File: src/rtl/page_sel_pkg.sv
package page_sel_pkg;

    // register offsets in the core register space
    localparam logic [7:0] OFF_CUR_PAGE = 8'hD0;
    localparam logic [7:0] OFF_STACK_PAGE = 8'hD1;
    localparam logic [7:0] OFF_INDEX_PAGE = 8'hD3;
    localparam logic [7:0] OFF_MVR_PAGE = 8'hD4;
    localparam logic [7:0] OFF_MVW_PAGE = 8'hD5;
    localparam logic [7:0] OFF_FLAGS = 8'hF7;

    // field positions and reset values
    localparam int PAGE_BIT = 0;
    localparam int MODE_LO = 6;
    localparam int MODE_HI = 7;
    localparam logic [7:0] PTR_RESET = 8'h00;
    localparam logic [7:0] FLAGS_RESET = 8'h00;
    localparam logic [1:0] MODE_RESET = 2'h0;

    // paging modes held in flags[7:6]
    typedef enum logic [1:0] {
        MODE_PAGE0 = 2'b00,
        MODE_P0_STACK = 2'b01,
        MODE_CUR_INDEX = 2'b10,
        MODE_CUR_STACK = 2'b11
    } paging_mode_e;

    // class of the access the core is making
    typedef enum logic [2:0] {
        ACC_NORMAL = 3'b000,
        ACC_STACK = 3'b001,
        ACC_INDEXED = 3'b010,
        ACC_POSTINC_PTR = 3'b011,
        ACC_POSTINC_READ = 3'b100,
        ACC_POSTINC_WRITE = 3'b101
    } access_class_e;

    typedef struct packed {
        logic valid;
        access_class_e cls;
        logic [7:0] addr;
    } core_access_s;

    typedef struct packed {
        logic valid;
        logic page;
        logic [7:0] addr;
    } sram_access_s;

    typedef struct packed {
        logic [7:0] addr;
        logic [7:0] wdata;
        logic wr;
        logic rd;
    } reg_req_s;

endpackage

File: src/rtl/sram_page_select.sv
`timescale 1ns/1ns
// Behaviour
// stack page resets zero, writes apply immediately
// stack accesses use stack page only
// mode 11b sends indexed to stack page
// index page used only in mode 10b
// post-increment read data uses read pointer
// post-increment write data uses write pointer
// post-increment pointer byte from current page; code uses page 0 in modes 00b and 01b
// post-increment pointers ignore paging mode bits
// supervisory call clears paging mode bits
// supervisory return restores saved flags
// post-increment pointers stay active during call
// software keeps stack page stable
// five pointers hold bit 0, reset zero
// mode table selects current and indexed pages
// mode resets 00b, interrupt saves and clears
// upper mode bit forces current page
// pointer bits 7 to 1 read zero
// pointer writes affect next access
module sram_page_select (
    // clock and reset
    input wire logic ref_clk,
    input wire logic rst_b,
    // register port
    input wire page_sel_pkg::reg_req_s reg_req,
    output logic [7:0] reg_rdata,
    // core events
    input wire logic sv_call,
    input wire logic sv_return,
    input wire logic irq_entry,
    input wire logic irq_return,
    // core access
    input wire page_sel_pkg::core_access_s core_acc,
    // sram side
    output page_sel_pkg::sram_access_s sram_acc,
    output logic [1:0] paging_mode_bits
);

    ////////////////////////////////////////////////////////////////////
    // registers

    logic current_page_pointer_r;
    logic stack_page_pointer_r;
    logic index_page_pointer_r;
    logic postinc_read_page_pointer_r;
    logic postinc_write_page_pointer_r;
    logic [7:0] flags_r;
    logic [7:0] flags_nxt;
    logic [7:0] sv_saved_r;
    logic [7:0] irq_saved_r;
    logic [7:0] reg_rdata_nxt;
    logic wr_cur, wr_stk, wr_idx, wr_mvr, wr_mvw, wr_flags;

    assign wr_cur = reg_req.wr && reg_req.addr == page_sel_pkg::OFF_CUR_PAGE;
    assign wr_stk = reg_req.wr && reg_req.addr == page_sel_pkg::OFF_STACK_PAGE;
    assign wr_idx = reg_req.wr && reg_req.addr == page_sel_pkg::OFF_INDEX_PAGE;
    assign wr_mvr = reg_req.wr && reg_req.addr == page_sel_pkg::OFF_MVR_PAGE;
    assign wr_mvw = reg_req.wr && reg_req.addr == page_sel_pkg::OFF_MVW_PAGE;
    assign wr_flags = reg_req.wr && reg_req.addr == page_sel_pkg::OFF_FLAGS;

    // only bit 0 is stored; upper write bits dropped
    always_ff @(posedge ref_clk or negedge rst_b) begin
        if (!rst_b) begin
            current_page_pointer_r <= page_sel_pkg::PTR_RESET[page_sel_pkg::PAGE_BIT];
            stack_page_pointer_r <= page_sel_pkg::PTR_RESET[page_sel_pkg::PAGE_BIT];
            index_page_pointer_r <= page_sel_pkg::PTR_RESET[page_sel_pkg::PAGE_BIT];
            postinc_read_page_pointer_r <= page_sel_pkg::PTR_RESET[page_sel_pkg::PAGE_BIT];
            postinc_write_page_pointer_r <= page_sel_pkg::PTR_RESET[page_sel_pkg::PAGE_BIT];
        end else begin
            if (wr_cur) current_page_pointer_r <= reg_req.wdata[page_sel_pkg::PAGE_BIT];
            if (wr_stk) stack_page_pointer_r <= reg_req.wdata[page_sel_pkg::PAGE_BIT];
            if (wr_idx) index_page_pointer_r <= reg_req.wdata[page_sel_pkg::PAGE_BIT];
            if (wr_mvr) postinc_read_page_pointer_r <= reg_req.wdata[page_sel_pkg::PAGE_BIT];
            if (wr_mvw) postinc_write_page_pointer_r <= reg_req.wdata[page_sel_pkg::PAGE_BIT];
        end
    end

    ////////////////////////////////////////////////////////////////////
    // flags: call and interrupt entry save then clear, returns restore

    // events outrank a software flags write in the same cycle
    always_comb begin
        flags_nxt = flags_r;
        if (wr_flags) flags_nxt = reg_req.wdata;
        if (sv_return) flags_nxt = sv_saved_r;
        else if (irq_return) flags_nxt = irq_saved_r;
        if (sv_call) flags_nxt = page_sel_pkg::FLAGS_RESET;
        else if (irq_entry) flags_nxt = page_sel_pkg::FLAGS_RESET;
    end

    always_ff @(posedge ref_clk or negedge rst_b) begin
        if (!rst_b) flags_r <= page_sel_pkg::FLAGS_RESET;
        else flags_r <= flags_nxt;
    end

    // one level of save each; nesting is not supported here
    always_ff @(posedge ref_clk or negedge rst_b) begin
        if (!rst_b) begin
            sv_saved_r <= page_sel_pkg::FLAGS_RESET;
            irq_saved_r <= page_sel_pkg::FLAGS_RESET;
        end else begin
            if (sv_call) sv_saved_r <= flags_r;
            if (irq_entry && !sv_call) irq_saved_r <= flags_r;
        end
    end

    assign paging_mode_bits = flags_r[page_sel_pkg::MODE_HI:page_sel_pkg::MODE_LO];

    ////////////////////////////////////////////////////////////////////
    // register read, data in the following cycle

    always_comb begin
        reg_rdata_nxt = 8'h00;
        case (reg_req.addr)
            page_sel_pkg::OFF_CUR_PAGE: reg_rdata_nxt = {7'h00, current_page_pointer_r};
            page_sel_pkg::OFF_STACK_PAGE: reg_rdata_nxt = {7'h00, stack_page_pointer_r};
            page_sel_pkg::OFF_INDEX_PAGE: reg_rdata_nxt = {7'h00, index_page_pointer_r};
            page_sel_pkg::OFF_MVR_PAGE: reg_rdata_nxt = {7'h00, postinc_read_page_pointer_r};
            page_sel_pkg::OFF_MVW_PAGE: reg_rdata_nxt = {7'h00, postinc_write_page_pointer_r};
            page_sel_pkg::OFF_FLAGS: reg_rdata_nxt = flags_r;
            default: reg_rdata_nxt = 8'h00;
        endcase
    end

    always_ff @(posedge ref_clk or negedge rst_b) begin
        if (!rst_b) reg_rdata <= 8'h00;
        else if (reg_req.rd) reg_rdata <= reg_rdata_nxt;
        else reg_rdata <= 8'h00;
    end

    ////////////////////////////////////////////////////////////////////
    // page selection; combinational so a stored write is seen next cycle

    logic page_sel;

    page_mux u_mux (
        .cur_page(current_page_pointer_r),
        .stack_page(stack_page_pointer_r),
        .index_page(index_page_pointer_r),
        .mvr_page(postinc_read_page_pointer_r),
        .mvw_page(postinc_write_page_pointer_r),
        .mode(paging_mode_bits),
        .cls(core_acc.cls),
        .page(page_sel)
    );

    // post-increment pointers are not gated by a cleared mode field
    always_comb begin
        sram_acc.valid = core_acc.valid;
        sram_acc.addr = core_acc.addr;
        sram_acc.page = page_sel;
    end

    ////////////////////////////////////////////////////////////////////
    // checks

    property p_stack_follows_ptr;
        @(posedge ref_clk) disable iff (!rst_b)
        core_acc.valid && core_acc.cls == page_sel_pkg::ACC_STACK
            |-> sram_acc.page == stack_page_pointer_r;
    endproperty
    a_stack_follows_ptr: assert property (p_stack_follows_ptr)
        else $error("stack page mismatch");

    property p_stack_write_next;
        @(posedge ref_clk) disable iff (!rst_b)
        wr_stk ##1 (core_acc.valid && core_acc.cls == page_sel_pkg::ACC_STACK)
            |-> sram_acc.page == $past(reg_req.wdata[0]);
    endproperty
    a_stack_write_next: assert property (p_stack_write_next)
        else $error("stack write not seen next access");

    property p_idx_mode11;
        @(posedge ref_clk) disable iff (!rst_b)
        core_acc.cls == page_sel_pkg::ACC_INDEXED && paging_mode_bits == 2'b11
            |-> sram_acc.page == stack_page_pointer_r;
    endproperty
    a_idx_mode11: assert property (p_idx_mode11)
        else $error("mode 11 indexed page wrong");

    property p_idx_mode10;
        @(posedge ref_clk) disable iff (!rst_b)
        core_acc.cls == page_sel_pkg::ACC_INDEXED && paging_mode_bits == 2'b10
            |-> sram_acc.page == index_page_pointer_r;
    endproperty
    a_idx_mode10: assert property (p_idx_mode10)
        else $error("mode 10 indexed page wrong");

    property p_mvr;
        @(posedge ref_clk) disable iff (!rst_b)
        core_acc.cls == page_sel_pkg::ACC_POSTINC_READ
            |-> sram_acc.page == postinc_read_page_pointer_r;
    endproperty
    a_mvr: assert property (p_mvr)
        else $error("post-increment read page wrong");

    property p_mvw;
        @(posedge ref_clk) disable iff (!rst_b)
        core_acc.cls == page_sel_pkg::ACC_POSTINC_WRITE
            |-> sram_acc.page == postinc_write_page_pointer_r;
    endproperty
    a_mvw: assert property (p_mvw)
        else $error("post-increment write page wrong");

    property p_postinc_ptr;
        @(posedge ref_clk) disable iff (!rst_b)
        core_acc.cls == page_sel_pkg::ACC_POSTINC_PTR
            |-> sram_acc.page == (paging_mode_bits[1] & current_page_pointer_r);
    endproperty
    a_postinc_ptr: assert property (p_postinc_ptr)
        else $error("post-increment pointer fetch page wrong");

    property p_call_clears;
        @(posedge ref_clk) disable iff (!rst_b)
        sv_call |=> paging_mode_bits == 2'b00;
    endproperty
    a_call_clears: assert property (p_call_clears)
        else $error("call did not clear mode");

    property p_call_restore;
        @(posedge ref_clk) disable iff (!rst_b)
        sv_call ##1 (!sv_call && !irq_entry && !irq_return && !wr_flags)[*2] ##0 sv_return
            |=> flags_r == $past(flags_r, 3);
    endproperty
    a_call_restore: assert property (p_call_restore)
        else $error("flags not restored after call");

    property p_normal_hi;
        @(posedge ref_clk) disable iff (!rst_b)
        core_acc.cls == page_sel_pkg::ACC_NORMAL && paging_mode_bits[1]
            |-> sram_acc.page == current_page_pointer_r;
    endproperty
    a_normal_hi: assert property (p_normal_hi)
        else $error("normal access not on current page");

    property p_upper_zero;
        @(posedge ref_clk) disable iff (!rst_b)
        reg_req.rd && reg_req.addr != page_sel_pkg::OFF_FLAGS |=> reg_rdata[7:1] == 7'h00;
    endproperty
    a_upper_zero: assert property (p_upper_zero)
        else $error("pointer upper bits not zero");

    property p_idx_mode00;
        @(posedge ref_clk) disable iff (!rst_b)
        core_acc.cls == page_sel_pkg::ACC_INDEXED && paging_mode_bits == 2'h0
            |-> sram_acc.page == 1'h0;
    endproperty
    a_idx_mode00: assert property (p_idx_mode00)
        else $error("mode 00 indexed page wrong");

    property p_idx_mode01;
        @(posedge ref_clk) disable iff (!rst_b)
        core_acc.cls == page_sel_pkg::ACC_INDEXED && paging_mode_bits == 2'h1
            |-> sram_acc.page == stack_page_pointer_r;
    endproperty
    a_idx_mode01: assert property (p_idx_mode01)
        else $error("mode 01 indexed page wrong");

    property p_normal_lo;
        @(posedge ref_clk) disable iff (!rst_b)
        core_acc.cls == page_sel_pkg::ACC_NORMAL && !paging_mode_bits[1]
            |-> sram_acc.page == 1'h0;
    endproperty
    a_normal_lo: assert property (p_normal_lo)
        else $error("normal access not on page 0");

    property p_irq_clears;
        @(posedge ref_clk) disable iff (!rst_b)
        irq_entry |=> paging_mode_bits == page_sel_pkg::MODE_RESET;
    endproperty
    a_irq_clears: assert property (p_irq_clears)
        else $error("interrupt entry did not clear mode");

    property p_irq_restore;
        @(posedge ref_clk) disable iff (!rst_b)
        (irq_entry && !sv_call) ##1 (!sv_call && !sv_return && !irq_entry && !wr_flags)[*2]
            ##0 irq_return |=> flags_r == $past(flags_r, 3);
    endproperty
    a_irq_restore: assert property (p_irq_restore)
        else $error("flags not restored after interrupt");

    property p_cur_write_next;
        @(posedge ref_clk) disable iff (!rst_b)
        wr_cur |=> current_page_pointer_r == $past(reg_req.wdata[page_sel_pkg::PAGE_BIT]);
    endproperty
    a_cur_write_next: assert property (p_cur_write_next)
        else $error("current page write not taken");

    property p_idx_write_next;
        @(posedge ref_clk) disable iff (!rst_b)
        wr_idx |=> index_page_pointer_r == $past(reg_req.wdata[page_sel_pkg::PAGE_BIT]);
    endproperty
    a_idx_write_next: assert property (p_idx_write_next)
        else $error("index page write not taken");

    c_call: cover property (@(posedge ref_clk) disable iff (!rst_b) sv_call ##[1:8] sv_return);
    c_call_back: cover property (@(posedge ref_clk) disable iff (!rst_b) sv_call ##2 sv_return);
    c_irq: cover property (@(posedge ref_clk) disable iff (!rst_b) irq_entry ##[1:8] irq_return);
    c_idx10: cover property (@(posedge ref_clk) disable iff (!rst_b)
        core_acc.cls == page_sel_pkg::ACC_INDEXED && paging_mode_bits == 2'b10);
    c_stack_write: cover property (@(posedge ref_clk) disable iff (!rst_b)
        wr_stk ##1 (core_acc.valid && core_acc.cls == page_sel_pkg::ACC_STACK));

endmodule

File: src/rtl/page_mux.sv
`timescale 1ns/1ns
module page_mux (
    // pointers
    input wire logic cur_page,
    input wire logic stack_page,
    input wire logic index_page,
    input wire logic mvr_page,
    input wire logic mvw_page,
    input wire logic [1:0] mode,
    // access class
    input wire page_sel_pkg::access_class_e cls,
    // selected page
    output logic page
);

    always_comb begin
        case (cls)
            page_sel_pkg::ACC_STACK: begin
                page = stack_page;
            end
            page_sel_pkg::ACC_INDEXED: begin
                case (mode)
                    page_sel_pkg::MODE_P0_STACK: page = stack_page;
                    page_sel_pkg::MODE_CUR_INDEX: page = index_page;
                    page_sel_pkg::MODE_CUR_STACK: page = stack_page;
                    default: page = 1'b0;
                endcase
            end
            // post-increment data pages ignore the mode field
            page_sel_pkg::ACC_POSTINC_READ: page = mvr_page;
            page_sel_pkg::ACC_POSTINC_WRITE: page = mvw_page;
            // normal access and the post-increment pointer fetch use the current page in modes 10b and 11b, page 0 otherwise
            default: page = mode[1] ? cur_page : 1'b0;
        endcase
    end

endmodule

File: config.mk
export PLATFORM = sky130hd
export DESIGN_NAME = sram_page_select
export DESIGN_NICKNAME = d
export VERILOG_FILES = /design/src/rtl/page_sel_pkg.sv /design/src/rtl/sram_page_select.sv /design/src/rtl/page_mux.sv
export SDC_FILE = /design/constraint.sdc
export NUM_CORES = 1
export LEC_CHECK = 0
export ABC_CLOCK_PERIOD_IN_PS = 2600
export BUFFER_PORTS_ARGS = -buffer_cell sky130_fd_sc_hd__buf_2
export CAP_MARGIN = 30
export CORE_MARGIN = 5
export CORE_UTILIZATION = 45
export DETAILED_ROUTE_END_ITERATION = 16
export PLACE_DENSITY = 0.71
export RECOVER_POWER = 25
export SYNTH_ARGS = -nofsm -noshare
export SYNTH_HDL_FRONTEND = slang
export SYNTH_SLANG_ARGS = --single-unit
File: constraint.sdc
create_clock -name ref_clk -period 2.6 [get_ports ref_clk]
set_clock_uncertainty 0.1 [all_clocks]
set_input_delay 0.65 -clock ref_clk [delete_from_list [all_inputs] [get_ports ref_clk]]
set_output_delay 0.65 -clock ref_clk [all_outputs]
set_load 0.1 [all_outputs]
# Yosys cells after proc, flatten, opt, wreduce, memory -nomap -nowiden
# Cells that the tools add are included.
# classes
eq_ne,13
n_mux,10
reduce_logical,10
# op_table
cell,count
$eq A8 B8 Y1 const B,6
$mux W8,6
$pmux W8 S6,1
$logic_and A1 B1 Y1,7
$eq A3 B3 Y1 const B,2
$reduce_bool A5 Y1,1
$eq A2 B2 Y1 const B,2
$pmux W1 S4,1
$eq A3 B1 Y1 const B,1
$eq A3 B2 Y1 const B,1
$eq A2 B1 Y1 const B,1
$pmux W1 S2,1
$reduce_or A2 Y1,1
$logic_not A1 Y1,1
$mux W1,1
# totals
regBits,37
inputBits,36
out_inout_bits,20

# Depth between registers and ports, before layout
# Gate-level depths: netlist of the first run.
# logic_depth
depth_word,7
depth_mapped,6

# Hierarchy
# From an unflattened synthesis of the first run, not the netlist that was laid out.
# hier_totals
cells_unflattened,164
area_unflattened_um2,1860.5
# by_module_without_submodules
mod,n_inst,cells_each,area_per_inst_um2,seq_area_each_um2
sram_page_select,1,150,1770.4,925.9
page_mux,1,14,90.1,0.0

# Least setup slack after synthesis of the first run
# OpenSTA, ideal clock, no wires.
# synth_path
path_kind,input to output
start,in core_acc[9] in the netlist's numbering
end,out sram_acc[8] in the netlist's numbering
t_arrival_ns,1.320
t_required_ns,1.850
path_slack_ns,0.530
path_stages,5
cell_sequence,nand3b_1 o21ai_0 a21oi_1 a21oi_1 buf_4
# synth_between
elab_chain_len,2
elab_cells_between_ends,5
cone_classes,eq/ne: 4; mux: 1
# synth_lines
element,line_no,source
from (decl),sram_page_select.sv:34,"input wire page_sel_pkg::core_access_s core_acc,"
$eq A3 B3 Y1 (tied with other cells),page_mux.sv:17,case (cls)
$pmux W1 S4 *,page_mux.sv:17,
to (decl),sram_page_select.sv:36,"output page_sel_pkg::sram_access_s sram_acc,"
# Every way passes the cells marked *; elsewhere a longest branch is shown, timed or not.

==> flow_summary.ini, run 1 <==
[timing]
hold_violations = 0
slew_headroom_pct = 39.8
postLayoutSetupSlackWorst_ns = 0.262
maxSlewViolCount = 0
min_period_over_period_pct = 89.9
fin_tns_setup_ns = 0
rsz0062_at_grt = false
min_period_ns = 2.34
timing.fmax_ghz = 0.428
setup_viol = 0
tightest_slew_ns = 0.903

[grt]
overflow = 0
antenna_found_initial = 0
grt_pass1_vias = 1304
grt_use_total_pct = 15.2
grt_pass1_wl_mm = 6.28
grt_max_degree = 38

[clock_tree]
cts_hold_buf = 0
insertion_delay_ns = 0.29
postCtsSetupBuffers = 0
cts_buffers = 5
clock_path_buffers = 2
clock_sinks = 37
cts_tree = yes
h-tree-depth = 2
cts-root-buf = clkbuf_8
ctsResizeCount = 0
path_clk_slew_ns = 0.08

[critical_path]
cp_slowest_cell = dfrtp_1
critPathArrivalTime_ns = 1.59
crit_type = flip-flop to output pin
end_kind = output pin
startpoint_type = flip-flop
cpMostUsedCell = a21oi_1
crit_chain = a21oi_1, o21ai_0, a21oi_1, a21oi_1, buf_12
worstPathMaxFanout = 9
required_ns = 1.85
slowest_delay_ns = 0.51

[pwr]
ir_drop_mv = 0.414
swShare_pct = 25.6
p_seq_share_pct = 54.0
power.density_mw_per_mm2 = 529
p_int_uw = 824
comb_power_share_pct = 11.2
switchingPower_uw = 284
pwr-share-clk_pct = 34.8
leakagePower_uw = 0.00108

[cells_and_area]
drive_gt1_share_pct = 36.3
nNetsFinal = 228
utilization_pct = 51.9
syn2layout_area_growth_pct = 11.8
fin_cells = 243
fin_area_sq_mm = 0.00209
diodes = 0

[route]
vias = 1278
totalWireLength_mm = 3.63
dr.pass1.iters = 4
wl_per_cell_um = 14.9
drtAntennaViolNets = 0
post-route-drc-count = 0
first_iter_violations = 70
avgViaCountPerCell = 5.26

[synthesis]
synthArstFlopShare_pct = 100
synthesis.nets = 204
syn_area_per_cell_sq_um = 11.1
ys_seq_area_share_pct = 49.5
ys_warn_count = 0
yosysUniqueCellTypes = 31
syn_inst = 168
synth.ff_latch_count = 37
synth_top_flop_cell = dfrtp_1
syn_area_sq_mm = 0.00187
synth_edf_count = 0

[floorplan]
core_area_sq_mm = 0.00403
start_util_pct = 46.5
ioPinCount = 56
die_w_um = 74.5
placementRows = 23
die_y_um = 74.5
die_area_sq_mm = 0.00555

[placed_design]
placed_cell_area_sq_mm = 0.00201
place_ws_ns = 0.336
place_inst = 235
hpwl_mm = 2.57
port_buffers = 37
gp_congestion = 0.797

[run_status]
status = complete, no violations

[hold_path]
hold_class = input port to asynchronous set/reset pin

[flow_run]
maxCapViolations = 0
[layer usage]
layer	vias up	track usage (%)	part of all wire, %
met5	-	0	0
met4	0	5.14	1.1
met3	8	4.86	6.9
met2	31	23.1	48
met1	618	20.6	44
li1	621	-	-
[stage by stage]
step,hold WS [ns],power (uW)
floorplan,0.254,750
global placement,0.386,733
detailed placement,0.393,735
CTS,0.379,1120
global route,0.423,1160
finish,0.379,1110
[worst paths after layout]
check	startpoint	to	slack, ns	cells past startpoint
max	flags_r[7]	sram_acc[8]	0.26	5
min	rst_b	reg_rdata[7]	0.38	1
max reg2reg	index_page_pointer_r	reg_rdata[0]	1.45	4
min reg2reg	irq_saved_r[3]	irq_saved_r[3]	0.41	1
max in group asynchronous	rst_b	irq_saved_r[5]	1.45	1
min in group ref_clk	irq_saved_r[3]	irq_saved_r[3]	0.41	1
[area by class of cell]
type,instances,area (sq um)
Clock inverter,3,17.5
Timing Repair Buffer,37,199
Inverter,3,11.3
Multi-Input combinational cell,108,807
Clock buffer,5,68.8
Fill cell,390,1940
Sequential cell,37,926
Tap cell,50,62.6
[worst max-delay path: cells and delay by family (launching register included)]
| family | cells | cell delay (ns) |
|---|---|---|
| compound gates | 4 | 0.57 |
| buf+inv | 1 | 0.21 |
| flops | 1 | 0.51 |
[state kept, by name (all words and copies together), names as in the netlist]
name	count
postinc_read_page_pointer_r	1
index_page_pointer_r	1
stack_page_pointer_r	1
current_page_pointer_r	1
reg_rdata	8
flags_r	8
irq_saved_r	8
sv_saved_r	8
postinc_write_page_pointer_r	1
[cell usage after synthesis, drive strengths merged, types with 2 or more instances]
library cell	n	share of area, %
o31ai	2	1.5
dfrtp	37	49
inv	3	0.60
buf	17	6.2
and2	7	2.3
mux2i	18	9.6
o21ai	9	2.4
nand2	14	2.8
nor2	13	2.6
nor4	3	1.0
a21oi	4	1.1
nand4	4	1.7
mux2	21	13
clkbuf	3	0.60
[power groups by stage]
stage | clock network [uW] | registers [uW] | logic (uW)
global route | 425 | 600 | 139
finish | 385 | 598 | 124
CTS | 396 | 598 | 126
floorplan | 0 | 606 | 144
global placement | 0 | 609 | 124
detailed placement | 0 | 609 | 126
[cell families after synthesis]
group           synth area share (%)
simple gates                    13.6
mux                             22.3
flops                           49.5
buf+inv                         7.42
compound gates                  7.22
[cells in the final DEF (no fill, tap or decap)]
cell type and instances:
dfrtp_1 37, buf_2 34, mux2_2 21, mux2i_1 18, nand2_1 14, nor2_1 13
o21ai_0 9, and2_1 7, clkbuf_8 5, a21oi_1 4, inv_1 3, nand4_1 3
nor4_1 3, clkinv_2 2, and4b_1 1, nand4_2 1, and3_2 1, or2b_2 1
o22a_1 1, o41ai_1 1, o31ai_1 1, a31oi_1 1, o211ai_1 1, nand3b_1 1
a41o_1 1, or2_2 1, nand4b_1 1, o31ai_4 1, nor3_1 1, nand2b_1 1
clkinvlp_4 1, clkbuf_2 1, clkbuf_1 1, buf_12 1
No activity file was read; power rests on OpenSTA's default activity.
==> run 2, diff against run 1 <==
--- a/config.mk
+++ b/config.mk
@@ -12,7 +12,6 @@
 export CORE_UTILIZATION = 45
 export DETAILED_ROUTE_END_ITERATION = 16
 export PLACE_DENSITY = 0.71
-export RECOVER_POWER = 25
 export SYNTH_ARGS = -nofsm -noshare
 export SYNTH_HDL_FRONTEND = slang
 export SYNTH_SLANG_ARGS = --single-unit
==> constraint.sdc (replaced) <==
create_clock -name ref_clk -period 2.6 [get_ports ref_clk]
set_clock_uncertainty 0.1 [all_clocks]
set_input_delay 0.26 -clock ref_clk [delete_from_list [all_inputs] [get_ports ref_clk]]
set_output_delay 0.26 -clock ref_clk [all_outputs]
set_load 0.1 [all_outputs]
==> flow_summary.ini, run 2 (synthesized netlist as in run 1, its figures left out) <==
[run_status]
status = complete, no violations

[grt]
met2_usage_pct = 21.9
grt-busiest-layer = met2
grtUsageMet1_pct = 21.1
grt_max_degree = 38
grt_use_met3_pct = 5.41
overflow = 0
antenna_found_initial = 0
grt_pass1_wl_mm = 6.24
grt_use_total_pct = 15.3
grt_pass1_vias = 1249

[critical_path]
required_ns = 2.24
worstPathMaxFanout = 9
critPathArrivalTime_ns = 1.68
startpoint_type = flip-flop
crit_type = flip-flop to output pin
cpMostUsedCell = a21oi_1
crit_chain = a21oi_1, o21ai_0, a21oi_1, a21oi_1, buf_2
slowest_delay_ns = 0.51
reg2reg_depth = 4
rrSetupSlack_ns = 1.41
cp_slowest_cell = dfrtp_1
end_kind = output pin

[timing]
maxSlewViolCount = 0
slew_headroom_pct = 45.1
tightest_slew_ns = 0.824
min_period_ns = 2.04
setup_viol = 0
min_period_over_period_pct = 78.6
fin_tns_setup_ns = 0
rsz0062_at_grt = false
timing.fmax_ghz = 0.489
hold_violations = 0

[clock_tree]
cts_tree = yes
ctsResizeCount = 0
clock_sinks = 37
postCtsSetupBuffers = 0
cts-root-buf = clkbuf_8
insertion_delay_ns = 0.29
cts_hold_buf = 1
clock_path_buffers = 2
path_clk_slew_ns = 0.07
cts_buffers = 5
h-tree-depth = 2

[pwr]
ir_drop_mv = 0.361
total_power_uw = 1110
power.density_mw_per_mm2 = 533
leakagePower_uw = 0.00108

[placed_design]
port_buffers = 37
gp_congestion = 0.767
hpwl_mm = 2.54

[route]
drtAntennaViolNets = 0
wl_per_cell_um = 15.4
vias = 1289
post-route-drc-count = 0
first_iter_violations = 114
totalWireLength_mm = 3.75
dr.pass1.iters = 4
avgViaCountPerCell = 5.28

[floorplan]
placementRows = 23
ioPinCount = 56
die_area_sq_mm = 0.00555
start_util_pct = 46.5
die_y_um = 74.5
die_w_um = 74.5
core_area_sq_mm = 0.00403

[cells_and_area]
mostFrequentLayoutCells = 37 x dfrtp_1, 37 x buf_2, 21 x mux2_2
drive_gt1_share_pct = 36.1
nNetsFinal = 229
fill_cells = 372
syn2layout_area_growth_pct = 11.4
diodes = 0

[hold_path]
hold_path_depth = 3
hold_class = input port to flip-flop

[flow_run]
maxCapViolations = 0
## run 2: changes by cell type in the layout (fill, tap and decap cells not counted)
cell | before | now
buf_12 | 1 | 0
buf_2 | 34 | 37
clkbuf_2 | 1 | 0
clkinvlp_4 | 1 | 0
dlygate4sd3_1 | 0 | 1
## run 2: cell type report
cell class,count,area [sq um],area share (%)
clock buffer,6,72.6,3.48
sequential,37,926,44.4
tap,50,62.6,3.00
timing repair buffer,38,195,9.36
multi-input combinational,108,807,38.7
inverter,3,11.3,0.540
clock inverter,2,10.0,0.480
## run 2: path summary, 6_finish.rpt
kind,start,endpoint
worst max-delay path,flags_r[7],sram_acc[8]
worst min-delay path,reg_req[0],reg_rdata[0]
worst max register to register,index_page_pointer_r,reg_rdata[0]
worst min register to register,sv_saved_r[7],sv_saved_r[7]
max in group asynchronous,rst_b,sv_saved_r[5]
min in group asynchronous,rst_b,reg_rdata[0]
## run 2: through the flow
| stage | std cells | worst slack, ns | util, % | hold slack (ns) | cell area, sq um |
|---|---|---|---|---|---|
| 6_report | 244 | 0.557 | 51.7 | 0.159 | 2080 |
| 5_1_grt | 244 | 0.462 | 51.7 | 0.167 | 2080 |
| 4_1_cts | 244 | 0.550 | 51.7 | 0.150 | 2080 |
| 3_5_place_dp | 235 | 0.865 | 49.4 | 0.312 | 1990 |
| 3_3_place_gp | 235 | 0.869 | 49.4 | 0.304 | 1990 |
| 2_1_floorplan | 168 | 1.13 | - | -0.136 | 1870 |
## run 2: worst max-delay path: cells and delay by family, from the launching register on
family / cells / cell delay, ns
buf+inv: 1 / 0.43
compound gates: 4 / 0.46
flops: 1 / 0.51
## run 2: layer usage
| metal | routed length [um] | part of all wire [%] | vias up |
|---|---|---|---|
| met2 | 1670 | 45 | 42 |
| met1 | 1740 | 46 | 610 |
| met3 | 279 | 7.4 | 9 |
| met5 | 0 | 0 | - |
| li1 | - | - | 628 |
| met4 | 55 | 1.5 | 0 |
## run 2: where the power goes
part	switching (uW)	internal [uW]
clock	204	186
sequential	9.75	588
combinational	73.7	48.9
total	287	823
